[src/qdec_pkg.sv]
// Package with register map, field layout and constants of the quadrature position decoder
package qdec_pkg;
	localparam int ADDR_W = 4;
	localparam int DATA_W = 32;
	// Register offsets (byte addresses)
	localparam logic [ADDR_W-1:0] OFS_CTRL = 4'h0;
	localparam logic [ADDR_W-1:0] OFS_LIMIT = 4'h4;
	localparam logic [ADDR_W-1:0] OFS_POS = 4'h8;
	localparam logic [ADDR_W-1:0] OFS_STAT = 4'hc;
	// Control fields
	localparam int CTL_ENABLE = 0;
	localparam int CTL_BOTH_EDGES = 1;
	localparam int CTL_INDEX_RESET = 2;
	localparam int CTL_STEP_DIR = 3;
	localparam int CTL_SWAP = 4;
	localparam int CTL_VEL_EN = 5;
	localparam int CTL_PREDIV_LSB = 8;
	localparam int CTL_PREDIV_W = 3;
	localparam int CTL_W = 11;
	// Event bit positions (status, mask and clear share them)
	localparam int EV_INDEX = 0;
	localparam int EV_TIMER = 1;
	localparam int EV_DIR = 2;
	localparam int EV_ERROR = 3;
	localparam int EV_N = 4;
	localparam int STAT_DIR_BIT = 8;
	localparam int STAT_ERRFLAG_BIT = 9;
	localparam logic [DATA_W-1:0] RESET_LIMIT = 32'hffffffff;
	localparam logic [DATA_W-1:0] RESET_PERIOD = 32'h00000001;
	localparam logic [DATA_W-1:0] DIR_FWD = 32'h00000001;
	localparam logic [DATA_W-1:0] DIR_REV = 32'hffffffff;
endpackage

[src/qdec_velocity.sv]
`timescale 1ns/100ps
// Velocity unit: predivider, period timer and pulse accumulator
module qdec_velocity
	import qdec_pkg::*;
#(
	parameter int CNT_W = 32
) (
	input wire logic clk_sys,
	input wire logic arst_n,
	input wire logic run,
	input wire logic count_pulse,
	input wire logic [CTL_PREDIV_W-1:0] velocity_predivider,
	input wire logic [CNT_W-1:0] velocity_period_length,
	output logic [CNT_W-1:0] running_total,
	output logic [CNT_W-1:0] last_total,
	output logic period_done
);
	logic [7:0] prediv_cnt;
	logic [CNT_W-1:0] timer;
	wire [7:0] prediv_top = 8'(8'h01 << velocity_predivider) - 8'h01;
	wire div_pulse = count_pulse && (prediv_cnt == prediv_top);
	// Zero period treated as one to avoid a stuck timer
	wire expire = run && (timer + CNT_W'(1) >= velocity_period_length);

	// Predivider: one divided pulse per 2^n counted edges
	always_ff @(posedge clk_sys or negedge arst_n) begin
		if (!arst_n) begin
			prediv_cnt <= 8'h00;
		end else if (!run) begin
			prediv_cnt <= 8'h00;
		end else if (count_pulse) begin
			prediv_cnt <= div_pulse ? 8'h00 : prediv_cnt + 8'h01;
		end
	end

	// Period timer and accumulator; save and clear on expiry
	always_ff @(posedge clk_sys or negedge arst_n) begin
		if (!arst_n) begin
			timer <= '0;
			running_total <= '0;
			last_total <= '0;
			period_done <= 1'b0;
		end else begin
			period_done <= expire;
			if (!run) begin
				timer <= '0;
				running_total <= '0;
			end else if (expire) begin
				timer <= '0;
				last_total <= running_total + CNT_W'(div_pulse);
				running_total <= '0;
			end else begin
				timer <= timer + CNT_W'(1);
				running_total <= running_total + CNT_W'(div_pulse);
			end
		end
	end

	a_total_clears: assert property (@(posedge clk_sys) disable iff (!arst_n)
		expire |=> running_total == '0)
		else $error("Accumulator not cleared at period end");
	a_idle_no_count: assert property (@(posedge clk_sys) disable iff (!arst_n)
		!run |=> running_total == '0 && !period_done)
		else $error("Velocity counted while stopped");
	a_last_latch: assert property (@(posedge clk_sys) disable iff (!arst_n)
		expire |=> last_total == $past(running_total) + CNT_W'($past(div_pulse)))
		else $error("Period total not saved");
endmodule // qdec_velocity

[src/qdec_top.sv]
// The plain strobed port and the register offsets were chosen for this implementation.
`timescale 1ns/100ps
// Quadrature position decoder: decoding, position counter, events and register port
module qdec_top
	import qdec_pkg::*;
#(
	parameter int POS_W = 32
) (
	input wire logic clk_sys,
	input wire logic arst_n,
	input wire logic phase_input_first,
	input wire logic phase_input_second,
	input wire logic index_in,
	input wire logic [ADDR_W-1:0] reg_addr,
	input wire logic [DATA_W-1:0] reg_wdata,
	input wire logic reg_write,
	input wire logic reg_read,
	output logic [DATA_W-1:0] reg_rdata,
	output logic irq
);

	typedef enum logic [1:0] {
		DIR_IS_FWD = 2'b01,
		DIR_IS_REV = 2'b10
	} dir_t;

	logic [CTL_W-1:0] ctrl;
	logic [POS_W-1:0] position_limit;
	logic [POS_W-1:0] position;
	logic [DATA_W-1:0] velocity_period_length;
	logic [EV_N-1:0] ev_raw;
	logic [EV_N-1:0] ev_mask;
	logic error_flag;
	dir_t dir_state;
	logic prev_a;
	logic prev_b;
	logic prev_idx;
	logic [DATA_W-1:0] vel_running;
	logic [DATA_W-1:0] vel_last;
	logic vel_done;

	// Register map, all word aligned (extra offsets placed past the status word)
	localparam logic [3:0] IDX_CTRL = 4'h0;
	localparam logic [3:0] IDX_LIMIT = 4'h1;
	localparam logic [3:0] IDX_POS = 4'h2;
	localparam logic [3:0] IDX_STAT = 4'h3;
	localparam logic [3:0] IDX_MASK = 4'h4;
	localparam logic [3:0] IDX_CLEAR = 4'h5;
	localparam logic [3:0] IDX_PERIOD = 4'h6;
	localparam logic [3:0] IDX_VRUN = 4'h7;
	localparam logic [3:0] IDX_VLAST = 4'h8;
	localparam logic [3:0] IDX_DIR = 4'h9;
	localparam logic [3:0] IDX_MSTAT = 4'ha;

	// Address here is a word index; bus address bits give the index directly
	function automatic logic hit(input logic [ADDR_W-1:0] a, input logic [3:0] idx);
		hit = (a == idx);
	endfunction

	wire en = ctrl[CTL_ENABLE];
	wire both_edges = ctrl[CTL_BOTH_EDGES];
	wire idx_reset = ctrl[CTL_INDEX_RESET];
	wire step_dir = ctrl[CTL_STEP_DIR];
	wire swap = ctrl[CTL_SWAP];
	wire vel_en = ctrl[CTL_VEL_EN];

	// Exchange applied before any decoding, in both modes
	wire ch_a = swap ? phase_input_second : phase_input_first;
	wire ch_b = swap ? phase_input_first : phase_input_second;
	wire a_edge = ch_a ^ prev_a;
	wire b_edge = ch_b ^ prev_b;
	wire idx_rise = index_in && !prev_idx;

	// Phase mode: after an A edge, A != B means A leads (forward)
	wire phase_fwd = a_edge ? (ch_a != ch_b) : (ch_a == ch_b);
	wire phase_err = a_edge && b_edge;
	wire phase_cnt = !phase_err && (a_edge || (both_edges && b_edge));
	// Step mode: rising step clock counts, second input is direction
	wire step_cnt = ch_a && !prev_a;
	wire step_fwd = !ch_b;

	// Qualified decode: nothing counts, turns or flags while disabled
	wire count_pulse = en && (step_dir ? step_cnt : phase_cnt);
	wire move_fwd = step_dir ? step_fwd : phase_fwd;
	wire seen_err = en && !step_dir && phase_err;
	wire motion_seen = en && (step_dir ? step_cnt : (a_edge || b_edge) && !phase_err);
	wire dir_now_fwd = (dir_state == DIR_IS_FWD);
	wire dir_change = motion_seen && (move_fwd != dir_now_fwd);
	wire index_event = en && idx_rise;

	// Next position: wrap at both limits, index reload, software load
	// Compare with >= so a limit lowered below the count still wraps to zero
	wire at_top = (position >= position_limit);
	wire at_zero = (position == '0);
	wire [POS_W-1:0] pos_up = at_top ? '0 : position + POS_W'(1);
	wire [POS_W-1:0] pos_dn = at_zero ? position_limit : position - POS_W'(1);
	wire [POS_W-1:0] next_position = !count_pulse ? position : (move_fwd ? pos_up : pos_dn);
	wire index_load = index_event && idx_reset;
	wire [POS_W-1:0] index_value = dir_now_fwd ? '0 : position_limit;

	// Event sources gathered in status bit order
	wire [EV_N-1:0] ev_set = {seen_err, dir_change, vel_done, index_event};
	wire clear_wr = reg_write && hit(reg_addr, IDX_CLEAR);
	wire [EV_N-1:0] ev_clr = clear_wr ? reg_wdata[EV_N-1:0] : '0;

	// Input history runs while disabled too, so enable starts from settled samples
	// Swap changes move the inputs, so make them with the decoder disabled
	always_ff @(posedge clk_sys or negedge arst_n) begin
		if (!arst_n) begin
			prev_a <= 1'b0;
			prev_b <= 1'b0;
			prev_idx <= 1'b0;
		end else begin
			prev_a <= ch_a;
			prev_b <= ch_b;
			prev_idx <= index_in;
		end
	end

	// Configuration registers written by software
	always_ff @(posedge clk_sys or negedge arst_n) begin
		if (!arst_n) begin
			ctrl <= '0;
			position_limit <= RESET_LIMIT[POS_W-1:0];
			velocity_period_length <= RESET_PERIOD;
			ev_mask <= '0;
		end else if (reg_write) begin
			if (hit(reg_addr, IDX_CTRL)) ctrl <= reg_wdata[CTL_W-1:0];
			if (hit(reg_addr, IDX_LIMIT)) position_limit <= reg_wdata[POS_W-1:0];
			if (hit(reg_addr, IDX_PERIOD)) velocity_period_length <= reg_wdata;
			if (hit(reg_addr, IDX_MASK)) ev_mask <= reg_wdata[EV_N-1:0];
		end
	end

	// Position counter: software load wins, then index, then counting
	always_ff @(posedge clk_sys or negedge arst_n) begin
		if (!arst_n) begin
			position <= '0;
		end else if (reg_write && hit(reg_addr, IDX_POS)) begin
			position <= reg_wdata[POS_W-1:0];
		end else if (index_load) begin
			position <= index_value;
		end else begin
			position <= next_position;
		end
	end

	// Direction holds last motion; error flag sticky until cleared
	always_ff @(posedge clk_sys or negedge arst_n) begin
		if (!arst_n) begin
			dir_state <= DIR_IS_FWD;
			error_flag <= 1'b0;
		end else begin
			if (motion_seen) dir_state <= move_fwd ? DIR_IS_FWD : DIR_IS_REV;
			if (seen_err) error_flag <= 1'b1;
			else if (ev_clr[EV_ERROR]) error_flag <= 1'b0;
		end
	end

	// Event status: a set in the same cycle as its clear wins
	always_ff @(posedge clk_sys or negedge arst_n) begin
		if (!arst_n) begin
			ev_raw <= '0;
		end else begin
			ev_raw <= (ev_raw & ~ev_clr) | ev_set;
		end
	end

	// Velocity only runs with both encoder and velocity enabled
	// Predivider field is log2 of the division, so eight settings cover 1 to 128
	qdec_velocity #(
		.CNT_W(DATA_W)
	) u_velocity (
		.clk_sys(clk_sys),
		.arst_n(arst_n),
		.run(en && vel_en),
		.count_pulse(count_pulse),
		.velocity_predivider(ctrl[CTL_PREDIV_LSB +: CTL_PREDIV_W]),
		.velocity_period_length(velocity_period_length),
		.running_total(vel_running),
		.last_total(vel_last),
		.period_done(vel_done)
	);

	// Read selection; unmapped addresses read zero
	wire [EV_N-1:0] ev_masked = ev_raw & ev_mask;
	wire [DATA_W-1:0] dir_word = dir_now_fwd ? DIR_FWD : DIR_REV;
	wire [DATA_W-1:0] stat_word = DATA_W'(ev_raw) | (DATA_W'(!dir_now_fwd) << STAT_DIR_BIT)
		| (DATA_W'(error_flag) << STAT_ERRFLAG_BIT);
	wire [DATA_W-1:0] read_mux =
		hit(reg_addr, IDX_CTRL) ? DATA_W'(ctrl) :
		hit(reg_addr, IDX_LIMIT) ? DATA_W'(position_limit) :
		hit(reg_addr, IDX_POS) ? DATA_W'(position) :
		hit(reg_addr, IDX_STAT) ? stat_word :
		hit(reg_addr, IDX_MASK) ? DATA_W'(ev_mask) :
		hit(reg_addr, IDX_PERIOD) ? velocity_period_length :
		hit(reg_addr, IDX_VRUN) ? vel_running :
		hit(reg_addr, IDX_VLAST) ? vel_last :
		hit(reg_addr, IDX_DIR) ? dir_word :
		hit(reg_addr, IDX_MSTAT) ? DATA_W'(ev_masked) : '0;

	// Read data registered, valid only in the cycle after the strobe
	// Interrupt registered so a mask or clear write cannot glitch the line
	always_ff @(posedge clk_sys or negedge arst_n) begin
		if (!arst_n) begin
			reg_rdata <= '0;
			irq <= 1'b0;
		end else begin
			reg_rdata <= reg_read ? read_mux : '0;
			irq <= |ev_masked;
		end
	end

	// Position, index, event, direction and read timing checks
	a_disabled_still: assert property (@(posedge clk_sys) disable iff (!arst_n)
		!en && !reg_write |=> $stable(position))
		else $error("Position moved while disabled");
	a_index_abs_zero: assert property (@(posedge clk_sys) disable iff (!arst_n)
		index_load && dir_now_fwd && !(reg_write && hit(reg_addr, IDX_POS)) |=> position == '0)
		else $error("Index did not clear position");
	a_index_rev_limit: assert property (@(posedge clk_sys) disable iff (!arst_n)
		index_load && !dir_now_fwd && !(reg_write && hit(reg_addr, IDX_POS)) |=> position == $past(position_limit))
		else $error("Reverse index did not load limit");
	a_rel_no_reset: assert property (@(posedge clk_sys) disable iff (!arst_n)
		index_event && !idx_reset && !count_pulse && !reg_write |=> $stable(position))
		else $error("Index changed relative position");
	a_pos_load: assert property (@(posedge clk_sys) disable iff (!arst_n)
		reg_write && hit(reg_addr, IDX_POS) |=> position == $past(reg_wdata[POS_W-1:0]))
		else $error("Position write not loaded");
	a_wrap_up: assert property (@(posedge clk_sys) disable iff (!arst_n)
		count_pulse && move_fwd && at_top && !index_load && !reg_write |=> position == '0)
		else $error("Forward wrap wrong");
	a_err_flag: assert property (@(posedge clk_sys) disable iff (!arst_n)
		seen_err |=> error_flag && ev_raw[EV_ERROR] ##1 error_flag || $past(ev_clr[EV_ERROR]))
		else $error("Error flag not set");
	a_set_wins: assert property (@(posedge clk_sys) disable iff (!arst_n)
		ev_set[EV_DIR] |=> ev_raw[EV_DIR])
		else $error("Direction event lost");
	a_dir_hold: assert property (@(posedge clk_sys) disable iff (!arst_n)
		!motion_seen |=> $stable(dir_state))
		else $error("Direction changed without motion");
	a_irq_masked: assert property (@(posedge clk_sys) disable iff (!arst_n)
		ev_raw == '0 ##1 ev_raw == '0 |-> !irq)
		else $error("Interrupt with no pending event");
	a_read_timing: assert property (@(posedge clk_sys) disable iff (!arst_n)
		!reg_read |=> reg_rdata == '0)
		else $error("Read data outside read cycle");

	// Decoding: the leading channel sets direction, step mode, edge choice and swap
	a_phase_lead: assert property (@(posedge clk_sys) disable iff (!arst_n)
		en && !step_dir && a_edge && !b_edge && ch_a != ch_b |=> dir_state == DIR_IS_FWD)
		else $error("First channel leading not taken as forward");
	a_phase_lag: assert property (@(posedge clk_sys) disable iff (!arst_n)
		en && !step_dir && a_edge && !b_edge && ch_a == ch_b |=> dir_state == DIR_IS_REV)
		else $error("Second channel leading not taken as reverse");
	a_step_up: assert property (@(posedge clk_sys) disable iff (!arst_n)
		en && step_dir && ch_a && !prev_a && !ch_b && !at_top && !index_load && !reg_write |=> position == $past(position) + POS_W'(1))
		else $error("Forward step not counted");
	a_step_rev: assert property (@(posedge clk_sys) disable iff (!arst_n)
		en && step_dir && ch_a && !prev_a && ch_b |=> dir_state == DIR_IS_REV)
		else $error("Step with direction high not reverse");
	a_first_only: assert property (@(posedge clk_sys) disable iff (!arst_n)
		en && !step_dir && !both_edges && b_edge && !a_edge |-> !count_pulse)
		else $error("Second channel edge counted in single edge mode");
	a_both_count: assert property (@(posedge clk_sys) disable iff (!arst_n)
		en && !step_dir && both_edges && b_edge && !a_edge |-> count_pulse)
		else $error("Second channel edge not counted in both edge mode");
	a_swap_lead: assert property (@(posedge clk_sys) disable iff (!arst_n)
		en && !step_dir && swap && $past(swap) && $changed(phase_input_second) && !$changed(phase_input_first)
		|-> move_fwd == (phase_input_second != phase_input_first))
		else $error("Exchanged inputs decoded in the wrong sense");

	// Counting, velocity and events
	a_count_up: assert property (@(posedge clk_sys) disable iff (!arst_n)
		count_pulse && move_fwd && !at_top && !index_load && !reg_write |=> position == $past(position) + POS_W'(1))
		else $error("Forward count wrong");
	a_wrap_down: assert property (@(posedge clk_sys) disable iff (!arst_n)
		count_pulse && !move_fwd && at_zero && !index_load && !reg_write |=> position == $past(position_limit))
		else $error("Reverse wrap wrong");
	a_err_no_count: assert property (@(posedge clk_sys) disable iff (!arst_n)
		seen_err |-> !count_pulse)
		else $error("Phase error counted as motion");
	a_off_quiet: assert property (@(posedge clk_sys) disable iff (!arst_n)
		!en |-> !count_pulse && !index_event && !seen_err && !dir_change)
		else $error("Decoder active while disabled");
	a_vel_off: assert property (@(posedge clk_sys) disable iff (!arst_n)
		!en |=> vel_running == '0 && !vel_done)
		else $error("Velocity ran with the decoder disabled");
	a_timer_event: assert property (@(posedge clk_sys) disable iff (!arst_n)
		vel_done |=> ev_raw[EV_TIMER])
		else $error("Period end not flagged");
	a_index_event: assert property (@(posedge clk_sys) disable iff (!arst_n)
		index_event |=> ev_raw[EV_INDEX])
		else $error("Index not flagged");

	// Register side: clear, mask, interrupt and read words
	a_clear_only: assert property (@(posedge clk_sys) disable iff (!arst_n)
		clear_wr && ev_set == '0 |=> ev_raw == ($past(ev_raw) & ~$past(ev_clr)))
		else $error("Clear touched unselected events");
	a_mask_blocks: assert property (@(posedge clk_sys) disable iff (!arst_n)
		ev_mask == '0 |=> !irq)
		else $error("Interrupt with every source masked");
	a_irq_raise: assert property (@(posedge clk_sys) disable iff (!arst_n)
		(ev_raw & ev_mask) != '0 |=> irq)
		else $error("Enabled pending event gave no interrupt");
	a_dir_word: assert property (@(posedge clk_sys) disable iff (!arst_n)
		reg_read && hit(reg_addr, IDX_DIR) |=> reg_rdata == ($past(dir_state) == DIR_IS_FWD ? DIR_FWD : DIR_REV))
		else $error("Direction word wrong");
	a_read_pos: assert property (@(posedge clk_sys) disable iff (!arst_n)
		reg_read && hit(reg_addr, IDX_POS) |=> reg_rdata == DATA_W'($past(position)))
		else $error("Position read wrong");

	// Scenarios worth seeing in a run
	c_index_load: cover property (@(posedge clk_sys) disable iff (!arst_n) index_load);
	c_dir_flip: cover property (@(posedge clk_sys) disable iff (!arst_n) dir_change);
	c_period: cover property (@(posedge clk_sys) disable iff (!arst_n) vel_done && vel_last != '0);
	c_error: cover property (@(posedge clk_sys) disable iff (!arst_n) seen_err);
	c_step: cover property (@(posedge clk_sys) disable iff (!arst_n) count_pulse && step_dir);
endmodule // qdec_top

[config.mk]
export PLATFORM = sky130hd
export DESIGN_NAME = qdec_top
export DESIGN_NICKNAME = d
export VERILOG_FILES = /design/src/qdec_pkg.sv /design/src/qdec_velocity.sv /design/src/qdec_top.sv
export SDC_FILE = /design/constraint.sdc
export NUM_CORES = 1
export LEC_CHECK = 0
export BUFFER_PORTS_ARGS = -buffer_cell sky130_fd_sc_hd__buf_2
export CORE_MARGIN = 2
export CORE_UTILIZATION = 55
export CTS_CLUSTER_SIZE = 8
export DETAILED_ROUTE_END_ITERATION = 7
export PLACE_DENSITY = 0.82
export SLEW_MARGIN = 10
export SYNTH_ARGS = -nofsm -noshare
export SYNTH_HDL_FRONTEND = slang
export SYNTH_SLANG_ARGS = --single-unit
[constraint.sdc]
create_clock -name clk_sys -period 3.85 [get_ports clk_sys]
set_input_delay 0.1925 -clock clk_sys [delete_from_list [all_inputs] [get_ports clk_sys]]
set_output_delay 0.1925 -clock clk_sys [all_outputs]
set_load 0.01 [all_outputs]
==> results.cfg <==
[status]
outcome = complete, but fails checks
violations = DRC, setup timing

[power_and_ir_drop]
total_power_uw = 10600
power_density_nw_per_um2 = 556
p_leak_uw = 0.00857
peakVddDrop_uv = 370

[global_routing]
grt_pass1_wl_mm = 84.3
grt_pass1_vias = 14907
antenna_found_initial = 0
overflow = 0
grt_max_degree = 105
grt_usage = 0.359

[clock_network]
ctsHtreeMaxLevel = 2
clk_latency_ps = 540
clkTransAtPathRegs_ps = 50
cts_made_buffers = 38
root_buffer = clkbuf_16
cts_tree = yes
cts_num_sinks = 259
ctsLongestPathBuffers = 3

[critical_path]
critical_path_class = flop to flop
cp-end-kind = flop
critPathLaunchType = flop
cp.required_ps = 4250
critPathMaxFanout = 8
r2r_slack_ps = -130
worstPathArrival_ps = 4380
r2r_start = u_velocity.timer[20]
reg2reg_depth = 12
startpoint = u_velocity.timer[20]
slowest_stage = nor3_1
cp_cell_sequence = nand4_1, nor3_1, nand3_1, nor2_1, xnor2_1, ha_1, o21ai_0, a21oi_2, buf_4, o311ai_4, buf_12, mux2_2
r2r_end = u_velocity.last_total[1]
cpPeakStageDelay_ps = 510

[logic_synthesis]
ys.flop_type = dfrtp_1
synth.avg_cell_area_um2 = 9.36
yosysSeqAreaShare = 0.411
synth_top_area_frac = 0.355
synthCells = 1695
synth_top_area_cell = dfrtp_1
ys_types = 87
yosysWarnings = 0
synth_area_leaders = dfrtp_1 (36%), mux2_2 (5.8%), ha_1 (5.8%)
syn_nets = 1811
ys_ff_latch = 259
async_reset_ff_frac = 1.00
synth-edff-count = 0
syn_area_um2 = 15900

[detailed_routing]
top_layer_used = met4
dr_total_vias = 15044
post_drt_wl_per_cell_um = 24.7
vias_per_cell = 6.63
ant_nets = 0
met1_length_mm = 21.1
drt-total-wl_mm = 55.9
dr_wl_met3_mm = 6.52
drc = 6
dr_wl_met2_mm = 24.8
first_pass_iters = 8
drt-initial-drc-count = 2198

[layout]
utilization = 0.669
area_delta_synth_final_pct = 20.3
layout_commonest_cell = dfrtp_1
nNetsFinal = 1972
diodes = 0
stdcell_area_um2 = 19100
final_cell_mix = dfrtp_1 (225), inv_1 (133), nor2_1 (111)
drive_gt1_frac = 0.228

[timing]
hold_viol = 0
slew_headroom = 0.184
hold-worst-slack_ps = 5.44
fmax_mhz = 252
setup-violations-final = 31
postLayoutSetupSlackWorst_ps = -126
final_max_slew_viol_count = 0
fin_crit_sh = 1.03
period_needed_ps = 3980
grt_setup_unrepaired = true
clock_skew_ps = 29.9
setup_tns_ps = -1640
tightest_slew_ps = 1220

[die]
start_util = 0.556
die_area_um2 = 30200
rows = 62
core_um2 = 28500
fp.dieH_um = 174
ios = 76
die_w_um = 174

[flow_run]
maxCapViolCount = 0

[placement]
placed_area_um2 = 17200
port_buffers = 75
globalplace.congestion = 1.01
dp.final_hpwl_mm = 37.9

[min_path]
hp-start = reg_wdata[10]
whs_endpoint = velocity_period_length[10]
whs_path_depth = 2
hp-class = input port to flop
-- through the flow --
step,worst slack [ps],std cells
global placement,-53.2,2156
finish,-126,2268
detailed placement,-179,2156
CTS,15.5,2257
global route,-252,2268
floorplan,26.3,1695
-- metal layers --
| layer | track usage | up-vias |
|---|---|---|
| met5 | 0 | - |
| met2 | 0.554 | 1115 |
| li1 | - | 6435 |
| met1 | 0.479 | 7219 |
| met3 | 0.0759 | 275 |
| met4 | 0.184 | 0 |
-- cell families after synthesis --
logic type,after synthesis,synth area share
simple gates,504,0.165
compound gates,404,0.171
flops,259,0.411
buf+inv,233,0.0570
mux,116,0.0799
xor+xnor,106,0.0585
fa+ha+maj,73,0.0576
-- synth_stat cells, types with 39 or more instances --
cell type,instances
nand3_1,60
a31oi_1,39
ha_1,73
clkbuf_1,67
xor2_1,46
nand2_1,109
o21ai_0,80
nor3_1,49
a22oi_1,59
inv_1,134
xnor2_1,60
nor2_1,114
dfrtp_1,225
mux2_2,82
a21oi_1,79
-- where the power goes --
part           leakage (uW)  switching (uW)  internal (uW)
Combinational       0.00470            2140           1440
Clock              0.000540            1270           1960
Sequential          0.00333             606           3200
Total               0.00857            4020           6600
-- worst max-delay path, delay by kind of cell, from the launching register on --
family | cells | cell delay, ps
and+or+nand+nor | 4 | 1430
AOI/OAI and AO/OA | 3 | 690
DFF | 1 | 460
buffers and inverters | 2 | 350
muxes | 1 | 340
adders and majority gates | 1 | 330
xor gates and xnor gates | 1 | 250
-- worst max path at each step --
stage / endpoint / depth (start not counted)
2_1_floorplan: u_velocity.last_total[26] / 15
3_3_place_gp: u_velocity.last_total[17] / 16
3_5_place_dp: u_velocity.timer[16] / 14
4_1_cts: u_velocity.last_total[19] / 16
5_1_grt: u_velocity.last_total[1] / 12
6_report: u_velocity.last_total[1] / 12
-- state kept, by name, summed over array words and instances, names as in the netlist --
name                      cells
position_limit               32
u_velocity.running_total     32
dir_state                     2
u_velocity.prediv_cnt         8
ev_raw                        4
u_velocity.timer             32
irq                           1
ev_mask                       4
position                     32
ctrl                         11
error_flag                    1
reg_rdata                    32
prev_b                        1
prev_idx                      1
prev_a                        1
u_velocity.period_done        1
velocity_period_length       32
u_velocity.last_total        32
-- layout make-up --
type | instances | area, um^2
clock buffer | 65 | 1070
clock inverter | 3 | 58.8
fill | 2221 | 9460
inverter | 134 | 503
multi-input combinational | 1203 | 8780
sequential | 259 | 6520
tap | 384 | 480
timing repair buffer | 220 | 1670
-- repair_timing --
item / in CTS / in global routing
endpoints found under the hold margin: 146 / 0
endpoints found under the setup margin: 96 / 97
cloned: 1 / 1
hold buffers: 27 / 0
pin swaps: 5 / 26
setup buffers: 5 / 10
gates resized for setup: 7 / 63
Note: power is estimated with default switching activity, not from simulation.
